**src/hw/stc_pkg.sv**
```systemverilog
// constants and types for the transparent serial channel
package stc_pkg;
   localparam int unsigned CLK_PERIOD_NS = 100;
   localparam int unsigned FIFO_FILL_NS = 1000;
   localparam int unsigned FILL_CYC = (FIFO_FILL_NS + CLK_PERIOD_NS - 1) / CLK_PERIOD_NS;
   localparam logic [7:0] OFS_MODE = 8'h00;
   localparam logic [7:0] OFS_STATUS = 8'h04;
   localparam logic [7:0] OFS_EVENT = 8'h08;
   localparam logic [7:0] OFS_EMASK = 8'h0C;
   localparam logic [7:0] OFS_PASEL = 8'h10;
   localparam logic [7:0] OFS_SERIAL_INTERFACE_MODE_REG = 8'h14;
   localparam logic [7:0] OFS_SLOTMASK = 8'h18;
   localparam logic [7:0] OFS_SYNCPAT = 8'h1C;
   localparam logic [7:0] OFS_MAX_RECEIVE_BUFFER_LENGTH = 8'h20;
   localparam logic [7:0] OFS_TXBD = 8'h24;
   localparam logic [7:0] OFS_RXBD = 8'h28;
   localparam logic [1:0] MEM_TX = 2'h1;
   localparam logic [1:0] MEM_RX = 2'h2;
   localparam int unsigned EV_RX = 0;
   localparam int unsigned EV_TX = 1;
   localparam int unsigned EV_BSY = 2;
   localparam int unsigned EV_RCH = 4;
   localparam int unsigned ST_CD = 0;
   localparam int unsigned ST_CTS = 1;
   localparam int unsigned ST_IDLE = 2;
   localparam int unsigned BD_READY = 0;
   localparam int unsigned BD_INTR = 1;
   localparam int unsigned BD_LAST = 2;
   localparam int unsigned BD_LEN_LSB = 8;
   localparam int unsigned PA_TXD = 0;
   localparam logic [7:0] MODE_RST = 8'h00;
   localparam logic [7:0] SERIAL_INTERFACE_MODE_REG_RST = 8'h00;
   localparam logic [15:0] PASEL_RST = 16'h0000;
   localparam logic [15:0] SYNCPAT_RST = 16'h7E7E;
   localparam logic [15:0] MAX_RECEIVE_BUFFER_LENGTH_RST = 16'h0010;
   localparam logic [1:0] PHY_DED = 2'h0;
   localparam logic [1:0] PHY_HWY = 2'h1;
   localparam logic [1:0] PHY_ISDN = 2'h2;
   localparam logic [1:0] DIAG_LOOP = 2'h1;
   localparam logic [3:0] SLOT_BITS = 4'h8;
   localparam logic [7:0] IDLE_BYTE = 8'hFF;
   typedef struct packed {
      logic ext_sync;
      logic transparent_select;
      logic [1:0] protocol;
      logic [1:0] diagnostic_mode_field;
      logic receiver_enable;
      logic transmitter_enable;
   } stc_mode_s;
   typedef struct packed {
      logic [2:0] spare;
      logic [1:0] bchan_sel;
      logic one_clock_prior;
      logic [1:0] phy;
   } stc_serial_interface_mode_reg_s;
   typedef struct packed {
      logic highway_serial_clock;
      logic [1:0] slot_sync_pair;
      logic rxd;
      logic cd_n;
      logic cts_n;
   } stc_link_s;
   typedef enum logic [2:0] {TX_IDLE, TX_FILL, TX_WAIT, TX_DATA} stc_tx_e;
endpackage

```
**src/hw/stc_channel.sv**
```systemverilog
// transparent serial channel with avalon-mm register slave
`timescale 1ns/1ps
module stc_channel #(
   parameter int unsigned TX_DEPTH = 16,
   parameter int unsigned RX_WORDS = 8,
   parameter logic [1:0] CHAN_CODE = 2'h1
) (
   input wire logic core_clk,
   input wire logic rstn,
   input wire logic ce,
   input wire logic [7:0] avs_address,
   input wire logic avs_read,
   input wire logic avs_write,
   input wire logic [31:0] avs_writedata,
   output logic [31:0] avs_readdata,
   output logic avs_waitrequest,
   input wire stc_pkg::stc_link_s link_in,
   output logic txd_o,
   output logic txd_oe,
   output logic rts_n,
   output logic chan_irq_req,
   output logic [15:0] pin_func_sel
);
   import stc_pkg::*;
   localparam int unsigned TXAW = $clog2(TX_DEPTH);
   localparam int unsigned RXAW = $clog2(RX_WORDS);

   // memories are addressed by a 4-bit word index, so depths stay powers of two up to 16
   if (TX_DEPTH < 2 || TX_DEPTH > 16 || (TX_DEPTH & (TX_DEPTH - 1)) != 0) begin : g_chk_tx
      $error("TX_DEPTH must be a power of two from 2 to 16");
   end
   if (RX_WORDS < 2 || RX_WORDS > 16 || (RX_WORDS & (RX_WORDS - 1)) != 0) begin : g_chk_rx
      $error("RX_WORDS must be a power of two from 2 to 16");
   end

   stc_link_s lk1_r, lk2_r;
   logic sclk_d_r, sel_prev_r, fs_prev_r;
   logic [3:0] ocp_cnt_r;
   logic [5:0] pos_r, pos_now;
   stc_mode_s mode_r;
   stc_serial_interface_mode_reg_s serial_interface_mode_reg_r;
   logic [15:0] pasel_r, slotmask_r, syncpat_r, max_receive_buffer_length_r;
   logic [7:0] ev_r, emask_r, ev_set;
   logic [15:0] txbd_r;
   logic rx_empty_r, rx_intr_r, tx_last_r;
   logic [7:0] tx_mem [TX_DEPTH];
   logic [15:0] rx_mem [RX_WORDS];
   stc_tx_e tx_state_r;
   logic [7:0] tx_shift_r, tx_idx_r, tx_eff_idx, tx_len;
   logic [2:0] tx_bit_r;
   logic [7:0] fill_r;
   logic tx_done_r, tx_chain, tx_load, tx_complete, tx_on;
   logic sclk_rise, hw_sel, gate, slot_start, tick;
   logic rx_on, rx_armed_r, rx_take, rx_in, word_done, rx_full_now;
   logic [15:0] rx_shift_r, rx_word, rx_bytes_nxt;
   logic [3:0] rx_bit_r;
   logic [RXAW:0] rx_widx_r;
   logic rd_ack_r, wr_en;
   logic [31:0] rd_mux;
   logic [3:0] widx;
   logic [2:0] status;

   // two flops on every link pin; the edge finder reads only the second
   always_ff @(posedge core_clk or negedge rstn) begin
      if (!rstn) begin
         lk1_r <= '0;
         lk2_r <= '0;
         sclk_d_r <= 1'b0;
      end else if (ce) begin
         lk1_r <= link_in;
         lk2_r <= lk1_r;
         sclk_d_r <= lk2_r.highway_serial_clock;
      end
   end

   assign sclk_rise = lk2_r.highway_serial_clock & ~sclk_d_r;
   assign hw_sel = (lk2_r.slot_sync_pair == CHAN_CODE);
   // isdn frame sync rides on the low sync pin; bit position restarts at its rise
   assign pos_now = (lk2_r.slot_sync_pair[0] & ~fs_prev_r) ? 6'h00 :
                    (pos_r == 6'h3F) ? pos_r : pos_r + 6'h01;

   // slot tracking per serial clock edge
   always_ff @(posedge core_clk or negedge rstn) begin
      if (!rstn) begin
         sel_prev_r <= 1'b0;
         fs_prev_r <= 1'b0;
         ocp_cnt_r <= '0;
         pos_r <= 6'h3F;
      end else if (ce && sclk_rise) begin
         sel_prev_r <= hw_sel;
         fs_prev_r <= lk2_r.slot_sync_pair[0];
         pos_r <= pos_now;
         if (hw_sel && !sel_prev_r) begin
            ocp_cnt_r <= SLOT_BITS; // slot follows the one-clock pulse
         end else if (ocp_cnt_r != 4'h0) begin
            ocp_cnt_r <= ocp_cnt_r - 4'h1;
         end
      end
   end

   // clock gate and slot-start marker for the selected physical interface
   always_comb begin
      gate = 1'b1;
      slot_start = 1'b1;
      unique case (serial_interface_mode_reg_r.phy)
         PHY_HWY: begin
            if (serial_interface_mode_reg_r.one_clock_prior) begin
               gate = (ocp_cnt_r != 4'h0);
               slot_start = (ocp_cnt_r == SLOT_BITS);
            end else begin
               gate = hw_sel; // envelope spans the whole slot
               slot_start = hw_sel & ~sel_prev_r;
            end
         end
         PHY_ISDN: begin
            // either b-channel, both, or masked bits of them
            gate = (pos_now < 6'd16) && slotmask_r[pos_now[3:0]] &&
                   (pos_now[3] ? serial_interface_mode_reg_r.bchan_sel[1] : serial_interface_mode_reg_r.bchan_sel[0]);
            // external sync aligns to a b-channel's first bit
            slot_start = !mode_r.ext_sync ||
                         (pos_now == 6'd0 && serial_interface_mode_reg_r.bchan_sel[0]) ||
                         (pos_now == 6'd8 && serial_interface_mode_reg_r.bchan_sel[1]);
         end
         default: begin
            gate = 1'b1; // dedicated pins clock every edge
            slot_start = 1'b1;
         end
      endcase
   end

   assign tick = ce & sclk_rise & gate;
   // transparent select overrides the protocol field
   assign tx_on = mode_r.transmitter_enable & mode_r.transparent_select;
   assign rx_on = mode_r.receiver_enable & mode_r.transparent_select;
   assign tx_len = txbd_r[BD_LEN_LSB +: 8];
   // a ready follow-on descriptor after a non-last one chains with no gap
   assign tx_chain = tx_done_r & txbd_r[BD_READY] & ~tx_last_r;
   assign tx_eff_idx = tx_done_r ? 8'h00 : tx_idx_r;
   assign tx_load = tick && tx_state_r == TX_DATA && tx_bit_r == 3'd7 &&
                    (!tx_done_r || tx_chain);
   // length is limited by the descriptor only
   assign tx_complete = tx_load && ({1'b0, tx_eff_idx} + 9'd1 >= {1'b0, tx_len});

   // transmit sequencer: fill, wait for slot, lead byte, data
   always_ff @(posedge core_clk or negedge rstn) begin
      if (!rstn) begin
         tx_state_r <= TX_IDLE;
         tx_shift_r <= IDLE_BYTE;
         tx_bit_r <= '0;
         tx_idx_r <= '0;
         tx_done_r <= 1'b0;
         tx_last_r <= 1'b0;
         fill_r <= '0;
      end else if (ce) begin
         if (!tx_on) begin
            // dropping enable, like a halt to idle, re-aligns the byte phase
            tx_state_r <= TX_IDLE;
            tx_shift_r <= IDLE_BYTE;
            tx_bit_r <= '0;
         end else begin
            unique case (tx_state_r)
               TX_IDLE: begin
                  if (txbd_r[BD_READY]) begin
                     tx_state_r <= TX_FILL;
                     fill_r <= '0;
                  end
               end
               TX_FILL: begin
                  // data waits until the fifo has had time to fill
                  if (fill_r == 8'(FILL_CYC - 1)) begin
                     tx_state_r <= TX_WAIT;
                  end else begin
                     fill_r <= fill_r + 8'h01;
                  end
               end
               TX_WAIT: begin
                  if (tick && slot_start) begin
                     // this slot opens with one all-ones lead byte
                     tx_state_r <= TX_DATA;
                     tx_shift_r <= IDLE_BYTE;
                     tx_bit_r <= 3'd0; // the slot-start tick already shows bit 0 of the lead byte
                     tx_idx_r <= '0;
                     tx_done_r <= 1'b0;
                  end
               end
               TX_DATA: begin
                  if (tick) begin
                     if (tx_bit_r != 3'd7) begin
                        tx_shift_r <= {tx_shift_r[6:0], 1'b1};
                        tx_bit_r <= tx_bit_r + 3'd1;
                     end else if (tx_load) begin
                        tx_shift_r <= tx_mem[tx_eff_idx[TXAW-1:0]];
                        tx_bit_r <= '0;
                        tx_idx_r <= tx_eff_idx + 8'h01;
                        tx_done_r <= tx_complete;
                        if (tx_complete) begin
                           tx_last_r <= txbd_r[BD_LAST];
                        end
                     end else begin
                        // last descriptor done or next one not ready: halt with idle ones
                        tx_state_r <= TX_IDLE;
                        tx_shift_r <= IDLE_BYTE;
                        tx_bit_r <= '0;
                     end
                  end
               end
               default: tx_state_r <= TX_IDLE;
            endcase
         end
      end
   end

   assign rts_n = ~(tx_state_r == TX_WAIT || tx_state_r == TX_DATA);
   assign txd_o = tx_shift_r[7];
   // on dedicated pins the port a select hands the data pin over
   assign txd_oe = (serial_interface_mode_reg_r.phy == PHY_DED) ? pasel_r[PA_TXD] : (gate & tx_on);
   assign pin_func_sel = pasel_r;

   // loopback feeds the transmit bit straight back; other codes are alike
   assign rx_in = (mode_r.diagnostic_mode_field == DIAG_LOOP) ? tx_shift_r[7] : lk2_r.rxd;
   assign rx_take = tick & rx_on & (rx_armed_r | slot_start | ~mode_r.ext_sync);
   assign word_done = rx_take & (rx_bit_r == 4'hF);
   assign rx_word = {rx_shift_r[14:0], rx_in};
   assign rx_bytes_nxt = 16'({rx_widx_r, 1'b0}) + 16'h0002;
   // buffer closes at the receive length limit or at the end of store
   assign rx_full_now = word_done & rx_empty_r &
                        ((rx_bytes_nxt >= max_receive_buffer_length_r) || (rx_widx_r == (RXAW + 1)'(RX_WORDS - 1)));

   // receive shifter; with ext_sync set, reception begins at the first slot after enable
   always_ff @(posedge core_clk or negedge rstn) begin
      if (!rstn) begin
         rx_armed_r <= 1'b0;
         rx_shift_r <= '0;
         rx_bit_r <= '0;
      end else if (ce) begin
         if (!rx_on) begin
            rx_armed_r <= 1'b0;
            rx_bit_r <= '0;
         end else if (rx_take) begin
            rx_armed_r <= 1'b1;
            rx_shift_r <= rx_word;
            rx_bit_r <= rx_bit_r + 4'h1;
         end
      end
   end

   // event sources
   always_comb begin
      ev_set = '0;
      ev_set[EV_TX] = tx_complete & txbd_r[BD_INTR];
      ev_set[EV_RX] = rx_full_now & rx_intr_r;
      ev_set[EV_BSY] = word_done & ~rx_empty_r;
      ev_set[EV_RCH] = word_done & rx_empty_r;
   end

   assign wr_en = ce & avs_write;
   assign widx = avs_address[5:2];

   // control registers; software writes win over the hardware clears
   always_ff @(posedge core_clk or negedge rstn) begin
      if (!rstn) begin
         mode_r <= MODE_RST;
         serial_interface_mode_reg_r <= SERIAL_INTERFACE_MODE_REG_RST;
         pasel_r <= PASEL_RST;
         slotmask_r <= '0;
         syncpat_r <= SYNCPAT_RST;
         max_receive_buffer_length_r <= MAX_RECEIVE_BUFFER_LENGTH_RST;
         emask_r <= '0;
         txbd_r <= '0;
         rx_empty_r <= 1'b0;
         rx_intr_r <= 1'b0;
         rx_widx_r <= '0;
      end else if (ce) begin
         if (tx_complete) begin
            txbd_r[BD_READY] <= 1'b0;
         end
         if (word_done && rx_empty_r) begin
            rx_widx_r <= rx_widx_r + (RXAW + 1)'(1);
         end
         if (rx_full_now) begin
            rx_empty_r <= 1'b0;
         end
         if (wr_en) begin
            unique case (avs_address)
               OFS_MODE: mode_r <= avs_writedata[7:0];
               OFS_SERIAL_INTERFACE_MODE_REG: serial_interface_mode_reg_r <= avs_writedata[7:0];
               OFS_PASEL: pasel_r <= avs_writedata[15:0];
               OFS_SLOTMASK: slotmask_r <= avs_writedata[15:0];
               OFS_SYNCPAT: syncpat_r <= avs_writedata[15:0]; // kept, never used
               OFS_MAX_RECEIVE_BUFFER_LENGTH: max_receive_buffer_length_r <= avs_writedata[15:0];
               OFS_EMASK: emask_r <= avs_writedata[7:0];
               OFS_TXBD: txbd_r <= avs_writedata[15:0];
               OFS_RXBD: begin
                  rx_empty_r <= avs_writedata[0];
                  rx_intr_r <= avs_writedata[1];
                  if (avs_writedata[0]) begin
                     rx_widx_r <= '0;
                  end
               end
               default: ;
            endcase
         end
      end
   end

   // event register: hardware sets win over write-one clears
   always_ff @(posedge core_clk or negedge rstn) begin
      if (!rstn) begin
         ev_r <= '0;
      end else if (ce) begin
         if (wr_en && avs_address == OFS_EVENT) begin
            ev_r <= (ev_r & ~avs_writedata[7:0]) | ev_set;
         end else begin
            ev_r <= ev_r | ev_set; // recorded even when masked
         end
      end
   end

   // the mask only gates the request line
   assign chan_irq_req = |(ev_r & emask_r);

   // buffer memories: software fills transmit data, hardware stores receive words
   always_ff @(posedge core_clk) begin
      if (wr_en && avs_address[7:6] == MEM_TX && 32'(widx) < TX_DEPTH) begin
         tx_mem[widx[TXAW-1:0]] <= avs_writedata[7:0];
      end
      if (ce && word_done && rx_empty_r) begin
         rx_mem[rx_widx_r[RXAW-1:0]] <= rx_word;
      end
   end

   // status: carrier and cts forced low on highway while enabled
   always_comb begin
      status = '0;
      status[ST_CD] = (serial_interface_mode_reg_r.phy == PHY_HWY && mode_r.receiver_enable) ?
                      1'b0 : lk2_r.cd_n;
      status[ST_CTS] = (serial_interface_mode_reg_r.phy == PHY_HWY && mode_r.transmitter_enable) ?
                       1'b0 : lk2_r.cts_n;
      status[ST_IDLE] = 1'b0; // meaningless in transparent mode
   end

   // read decode; unmapped words read zero
   always_comb begin
      rd_mux = '0;
      unique case (avs_address[7:6])
         MEM_TX: if (32'(widx) < TX_DEPTH) rd_mux[7:0] = tx_mem[widx[TXAW-1:0]];
         MEM_RX: if (32'(widx) < RX_WORDS) rd_mux[15:0] = rx_mem[widx[RXAW-1:0]];
         default: begin
            unique case (avs_address)
               OFS_MODE: rd_mux[7:0] = mode_r;
               OFS_STATUS: rd_mux[2:0] = status;
               OFS_EVENT: rd_mux[7:0] = ev_r;
               OFS_EMASK: rd_mux[7:0] = emask_r;
               OFS_PASEL: rd_mux[15:0] = pasel_r;
               OFS_SERIAL_INTERFACE_MODE_REG: rd_mux[7:0] = serial_interface_mode_reg_r;
               OFS_SLOTMASK: rd_mux[15:0] = slotmask_r;
               OFS_SYNCPAT: rd_mux[15:0] = syncpat_r;
               OFS_MAX_RECEIVE_BUFFER_LENGTH: rd_mux[15:0] = max_receive_buffer_length_r;
               OFS_TXBD: rd_mux[15:0] = txbd_r;
               OFS_RXBD: rd_mux[15:0] = {8'(rx_widx_r), 6'h00, rx_intr_r, rx_empty_r};
               default: rd_mux = '0;
            endcase
         end
      endcase
   end

   // reads take one wait cycle so the data come from a flop
   always_ff @(posedge core_clk or negedge rstn) begin
      if (!rstn) begin
         rd_ack_r <= 1'b0;
         avs_readdata <= '0;
      end else if (ce) begin
         rd_ack_r <= avs_read & ~rd_ack_r;
         if (avs_read && !rd_ack_r) begin
            avs_readdata <= rd_mux;
         end
      end
   end

   assign avs_waitrequest = avs_read & ~rd_ack_r;

   // checks
   a_hwy_status_low: assert property (@(posedge core_clk) disable iff (!rstn)
      serial_interface_mode_reg_r.phy == PHY_HWY && mode_r.receiver_enable |-> !status[ST_CD])
      else $error("carrier bit not low on highway");
   a_idle_bit_zero: assert property (@(posedge core_clk) disable iff (!rstn)
      avs_read && !rd_ack_r && avs_address == OFS_STATUS |=> !avs_readdata[ST_IDLE])
      else $error("idle bit read as one");
   a_idle_all_ones: assert property (@(posedge core_clk) disable iff (!rstn)
      tx_state_r != TX_DATA |=> tx_state_r == TX_DATA || tx_shift_r == IDLE_BYTE)
      else $error("non-idle bits while not sending");
   a_isdn_b_start: assert property (@(posedge core_clk) disable iff (!rstn)
      tx_state_r == TX_WAIT ##1 tx_state_r == TX_DATA |->
      $past(slot_start) && $past(tick))
      else $error("data started off a slot boundary");
   a_event_w1c: assert property (@(posedge core_clk) disable iff (!rstn)
      ce && avs_write && avs_address == OFS_EVENT && avs_writedata[7:0] == 8'hFF
      && ev_set == 8'h00 |=> ev_r == 8'h00)
      else $error("event not cleared by write of ones");
   a_mask_gates_req: assert property (@(posedge core_clk) disable iff (!rstn)
      emask_r == 8'h00 |-> !chan_irq_req)
      else $error("masked event reached request");
   a_tx_event_set: assert property (@(posedge core_clk) disable iff (!rstn)
      tx_complete && txbd_r[BD_INTR] |=> ev_r[EV_TX] && !txbd_r[BD_READY] || $past(wr_en))
      else $error("tx completion not recorded");
   a_busy_on_discard: assert property (@(posedge core_clk) disable iff (!rstn)
      word_done && !rx_empty_r |=> ev_r[EV_BSY])
      else $error("discarded word without busy event");
   a_loop_internal: assert property (@(posedge core_clk) disable iff (!rstn)
      rx_take && mode_r.diagnostic_mode_field == DIAG_LOOP |=> rx_shift_r[0] == $past(txd_o))
      else $error("loopback bit mismatch");
   a_shift_holds: assert property (@(posedge core_clk) disable iff (!rstn)
      tx_on && !tick && tx_state_r == TX_DATA |=> $stable(tx_shift_r))
      else $error("shifter moved without gated clock");
   c_lead_then_data: cover property (@(posedge core_clk) disable iff (!rstn)
      tx_state_r == TX_WAIT ##1 tx_state_r == TX_DATA);
   c_chain_bd: cover property (@(posedge core_clk) disable iff (!rstn) tx_load && tx_chain);
   c_rx_full: cover property (@(posedge core_clk) disable iff (!rstn) rx_full_now);
   c_busy: cover property (@(posedge core_clk) disable iff (!rstn) ev_set[EV_BSY]);
endmodule

```
**config.mk**
```make
export PLATFORM = sky130hd
export DESIGN_NAME = stc_channel
export DESIGN_NICKNAME = d
export VERILOG_FILES = /design/src/hw/stc_pkg.sv /design/src/hw/stc_channel.sv
export SDC_FILE = /design/constraint.sdc
export NUM_CORES = 1
export LEC_CHECK = 0
export BUFFER_PORTS_ARGS = -buffer_cell sky130_fd_sc_hd__buf_2
export CAP_MARGIN = 15
export CORE_ASPECT_RATIO = 0.7
export CORE_MARGIN = 4
export CORE_UTILIZATION = 56
export DETAILED_ROUTE_END_ITERATION = 10
export PLACE_DENSITY_LB_ADDON = 0.1
export SKIP_LAST_GASP = 1
export SLEW_MARGIN = 10
export SYNTH_ARGS = -nofsm -noshare
export SYNTH_HDL_FRONTEND = slang
export SYNTH_SLANG_ARGS = --single-unit
```
**constraint.sdc**
```tcl
create_clock -name core_clk -period 4.7 [get_ports core_clk]
set_input_delay 1.41 -clock core_clk [delete_from_list [all_inputs] [get_ports core_clk]]
set_output_delay 1.41 -clock core_clk [all_outputs]
set_load 0.02 [all_outputs]
```
==> impl_metrics.ini <==
[timing]
setup_viol = 0
worstMarginPinSlew_ns = 0.972
hold_viol = 0
skew_ns = 0.0188
maxSlewViolCount = 0
finalCriticalPeriod_ns = 4.53
tns_ns = 0
post-route-period-util = 0.964
rsz0062_at_grt = false
relSlewSlack = 0.349
fmax_mhz = 221

[setup_path]
reg2reg_to = tx_last_r
r2r-start = tx_done_r
path_max_fanout = 12
arrival_ns = 3.12
crit_path_end = txd_oe
path_class = reg -> out
start_kind = flop
cp-startpoint = pos_r[0]
regToRegSetupSlack_ns = 0.88
worstPathRequired_ns = 3.29
r2r_cells = 13
end_kind = primary output

[global_route]
grt_max_degree = 100
grt_first_pass_wirelength_um = 91800
grt_use_total = 0.284
grt_remaining_overflow = 0
grt_pass1_vias = 14600
grt_antenna_before_repair = 2

[synth]
synth_edf_count = 256
synthSimpleGateAreaFrac = 0.0791
synth_top_cell_by_area = edfxtp_1
ys.flop_type = edfxtp_1
ys.warnings.count = 0
syn_area_per_cell_um2 = 13.5
yosys.cell_count.top_type = edfxtp_1
synth_mux_area_frac = 0.173
synth_top_family_by_area = multiplexers
synth_compound_area_frac = 0.101
synth_area_leaders = edfxtp_1 (35%), dfrtp_1 (21%), mux2_2 (7.6%)
synth_xor_xnor_area_share = 0.00557
synthTopCellsByCount = edfxtp_1 (256), dfrtp_1 (184), mux2_2 (148)
synthCells = 1635
ys_seq_area_frac = 0.591
synth_cell_types = 88
synth-adder-area-share = 0.0182
synth_top_area_share = 0.349
synth_area_um2 = 22000
synth_seq_cells = 467
async_flop_share = 0.452

[die]
die_h_um = 174
rows = 60
die_x_um = 245
coreArea_um2 = 38600
start_util = 0.571
ios = 104
dieArea_um2 = 42600

[layout]
diodes = 0
nFillCells = 2930
seq_area_um2 = 13000
drive_above_1_share = 0.271
syn_to_final_growth_pct = 11.6
nets = 1796
multiInputGateArea_um2 = 8450

[placed_design]
port_buffers = 71
dpl.hpwl_um = 40000
gp_congestion = 0.934

[pwr]
power_density_nw_per_um2 = 363
vdd_drop_max_v = 0.000283
leakage_nw = 9.66
power.total_mw = 8.93

[status]
status = complete, no violations

[worst_hold_path]
hold_path.class = reg -> reg

[clocking]
cts_buffer_depth = 3
clk-insertion-delay-late_ns = 0.58
numCtsBuffers = 45
path_clk_slew_ns = 0.06
clockRootBuffer = clkbuf_16
htreeDepth = 2
cts_tree = done
clkSinkCount = 467

[route]
num_vias = 14600
wire_per_inst_um = 26.5
dr.first_iter.drc_count = 1686
drc_errors = 0
post_drt_via_cell_ratio = 6.42
first_pass_iters = 7
ant_nets = 0
drt_wl_total_um = 60300

[run]
max_cap_viol_count = 0
## power breakdown
part | total (mW) | switching (mW) | leakage (nW) | internal [mW]
sequential | 4.51 | 0.0933 | 5.15 | 4.41
combinational | 0.844 | 0.528 | 3.81 | 0.317
clock | 3.58 | 1.57 | 0.702 | 2.00
## stage by stage
| step | utilization | worst slack (ns) | std cells | hold slack [ns] | cell area, µm² |
|---|---|---|---|---|---|
| 2_1_floorplan | - | 0.0862 | 1650 | 0.444 | 22100 |
| 3_3_place_gp | 0.598 | 0.212 | 2190 | 0.454 | 23100 |
| 3_5_place_dp | 0.598 | 0.236 | 2190 | 0.455 | 23100 |
| 4_1_cts | 0.636 | 0.0312 | 2275 | 0.468 | 24500 |
| 5_1_grt | 0.637 | 0.00697 | 2276 | 0.482 | 24600 |
| 6_report | 0.637 | 0.169 | 2276 | 0.464 | 24600 |
## cell type report
cell class,count,share of cell area
flip-flops and latches,467,0.529
multi-input cells,1021,0.344
clock buffers,63,0.0498
repair buffers,130,0.0349
well taps,527,0.0268
clock inverters,20,0.00840
inverters,48,0.00733
## state kept, by name, summed over array words and instances, names as in the netlist, 15 cells and up
name,flops
pin_func_sel,16
tx_mem,128
slotmask_r,16
syncpat_r,16
rx_shift_r,15
txbd_r,16
rx_mem,128
avs_readdata,16
max_receive_buffer_length_r,16
## routing by layer
layer | global-route usage | part of all wire | vias to the layer above
li1 | - | - | 6410
met1 | 0.433 | 0.43 | 7369
met2 | 0.395 | 0.42 | 703
met3 | 0.0894 | 0.11 | 123
met4 | 0.0834 | 0.029 | 4
met5 | 0 | 0.00061 | -
## how the worst min path moves through the flow
stage,start,end,slack [ns],cells after the start
after floorplan,tx_shift_r[1],tx_shift_r[1],0.44,2
after CTS,tx_shift_r[4],tx_shift_r[4],0.47,2
final,tx_shift_r[4],tx_shift_r[4],0.46,2
after global placement,tx_shift_r[5],tx_shift_r[5],0.45,2
after detailed placement,tx_shift_r[4],tx_shift_r[4],0.45,2
after global routing,tx_shift_r[2],tx_shift_r[2],0.48,2
## kinds of logic after synthesis
family                     Yosys count
muxes                              269
buffers and inverters              162
other                                1
DFF                                467
adders and majority gates           32
AOI/OAI and AO/OA                  325
xor gates and xnor gates            14
and+or+nand+nor                    365
## cells in the final DEF (no fill, tap or decap), types with 12 or more instances in the layout
master     count
a21oi_1       61
a221oi_1      24
a222oi_1      18
a22oi_1       34
a31oi_1       16
buf_2         68
buf_4         56
clkbuf_1      15
clkbuf_16     45
conb_1        16
dfrtp_1      184
dfstp_2       27
edfxtp_1     256
ha_1          31
inv_1         46
mux2_1        15
mux2_2       148
mux2i_1       32
mux4_2        72
nand2_1      138
nand3_1       45
nor2_1        78
nor2b_1       12
o21ai_0       73
o22ai_1       17
## worst max-delay path, cell delays in order, from the launching register on
cell       delay [ns]
dfstp_2          0.56
ha_4             0.21
nand3_1          0.09
a211o_1          0.29
mux2i_1          0.14
a211oi_2         0.25
o2111ai_2        0.18
o311a_4          0.43
o31ai_4          0.21
buf_4            0.18
## repair_timing
action | CTS | global route
resized for setup | 7 | 7
endpoints found under the setup margin | 1 | 1
pin swaps | 1 | 1
buffers inserted | 2 | 1
gates cloned | 0 | 0
hold buffers | 0 | 0
hold endpoints to repair | 0 | 0
Power figures use the tool's default switching activity.
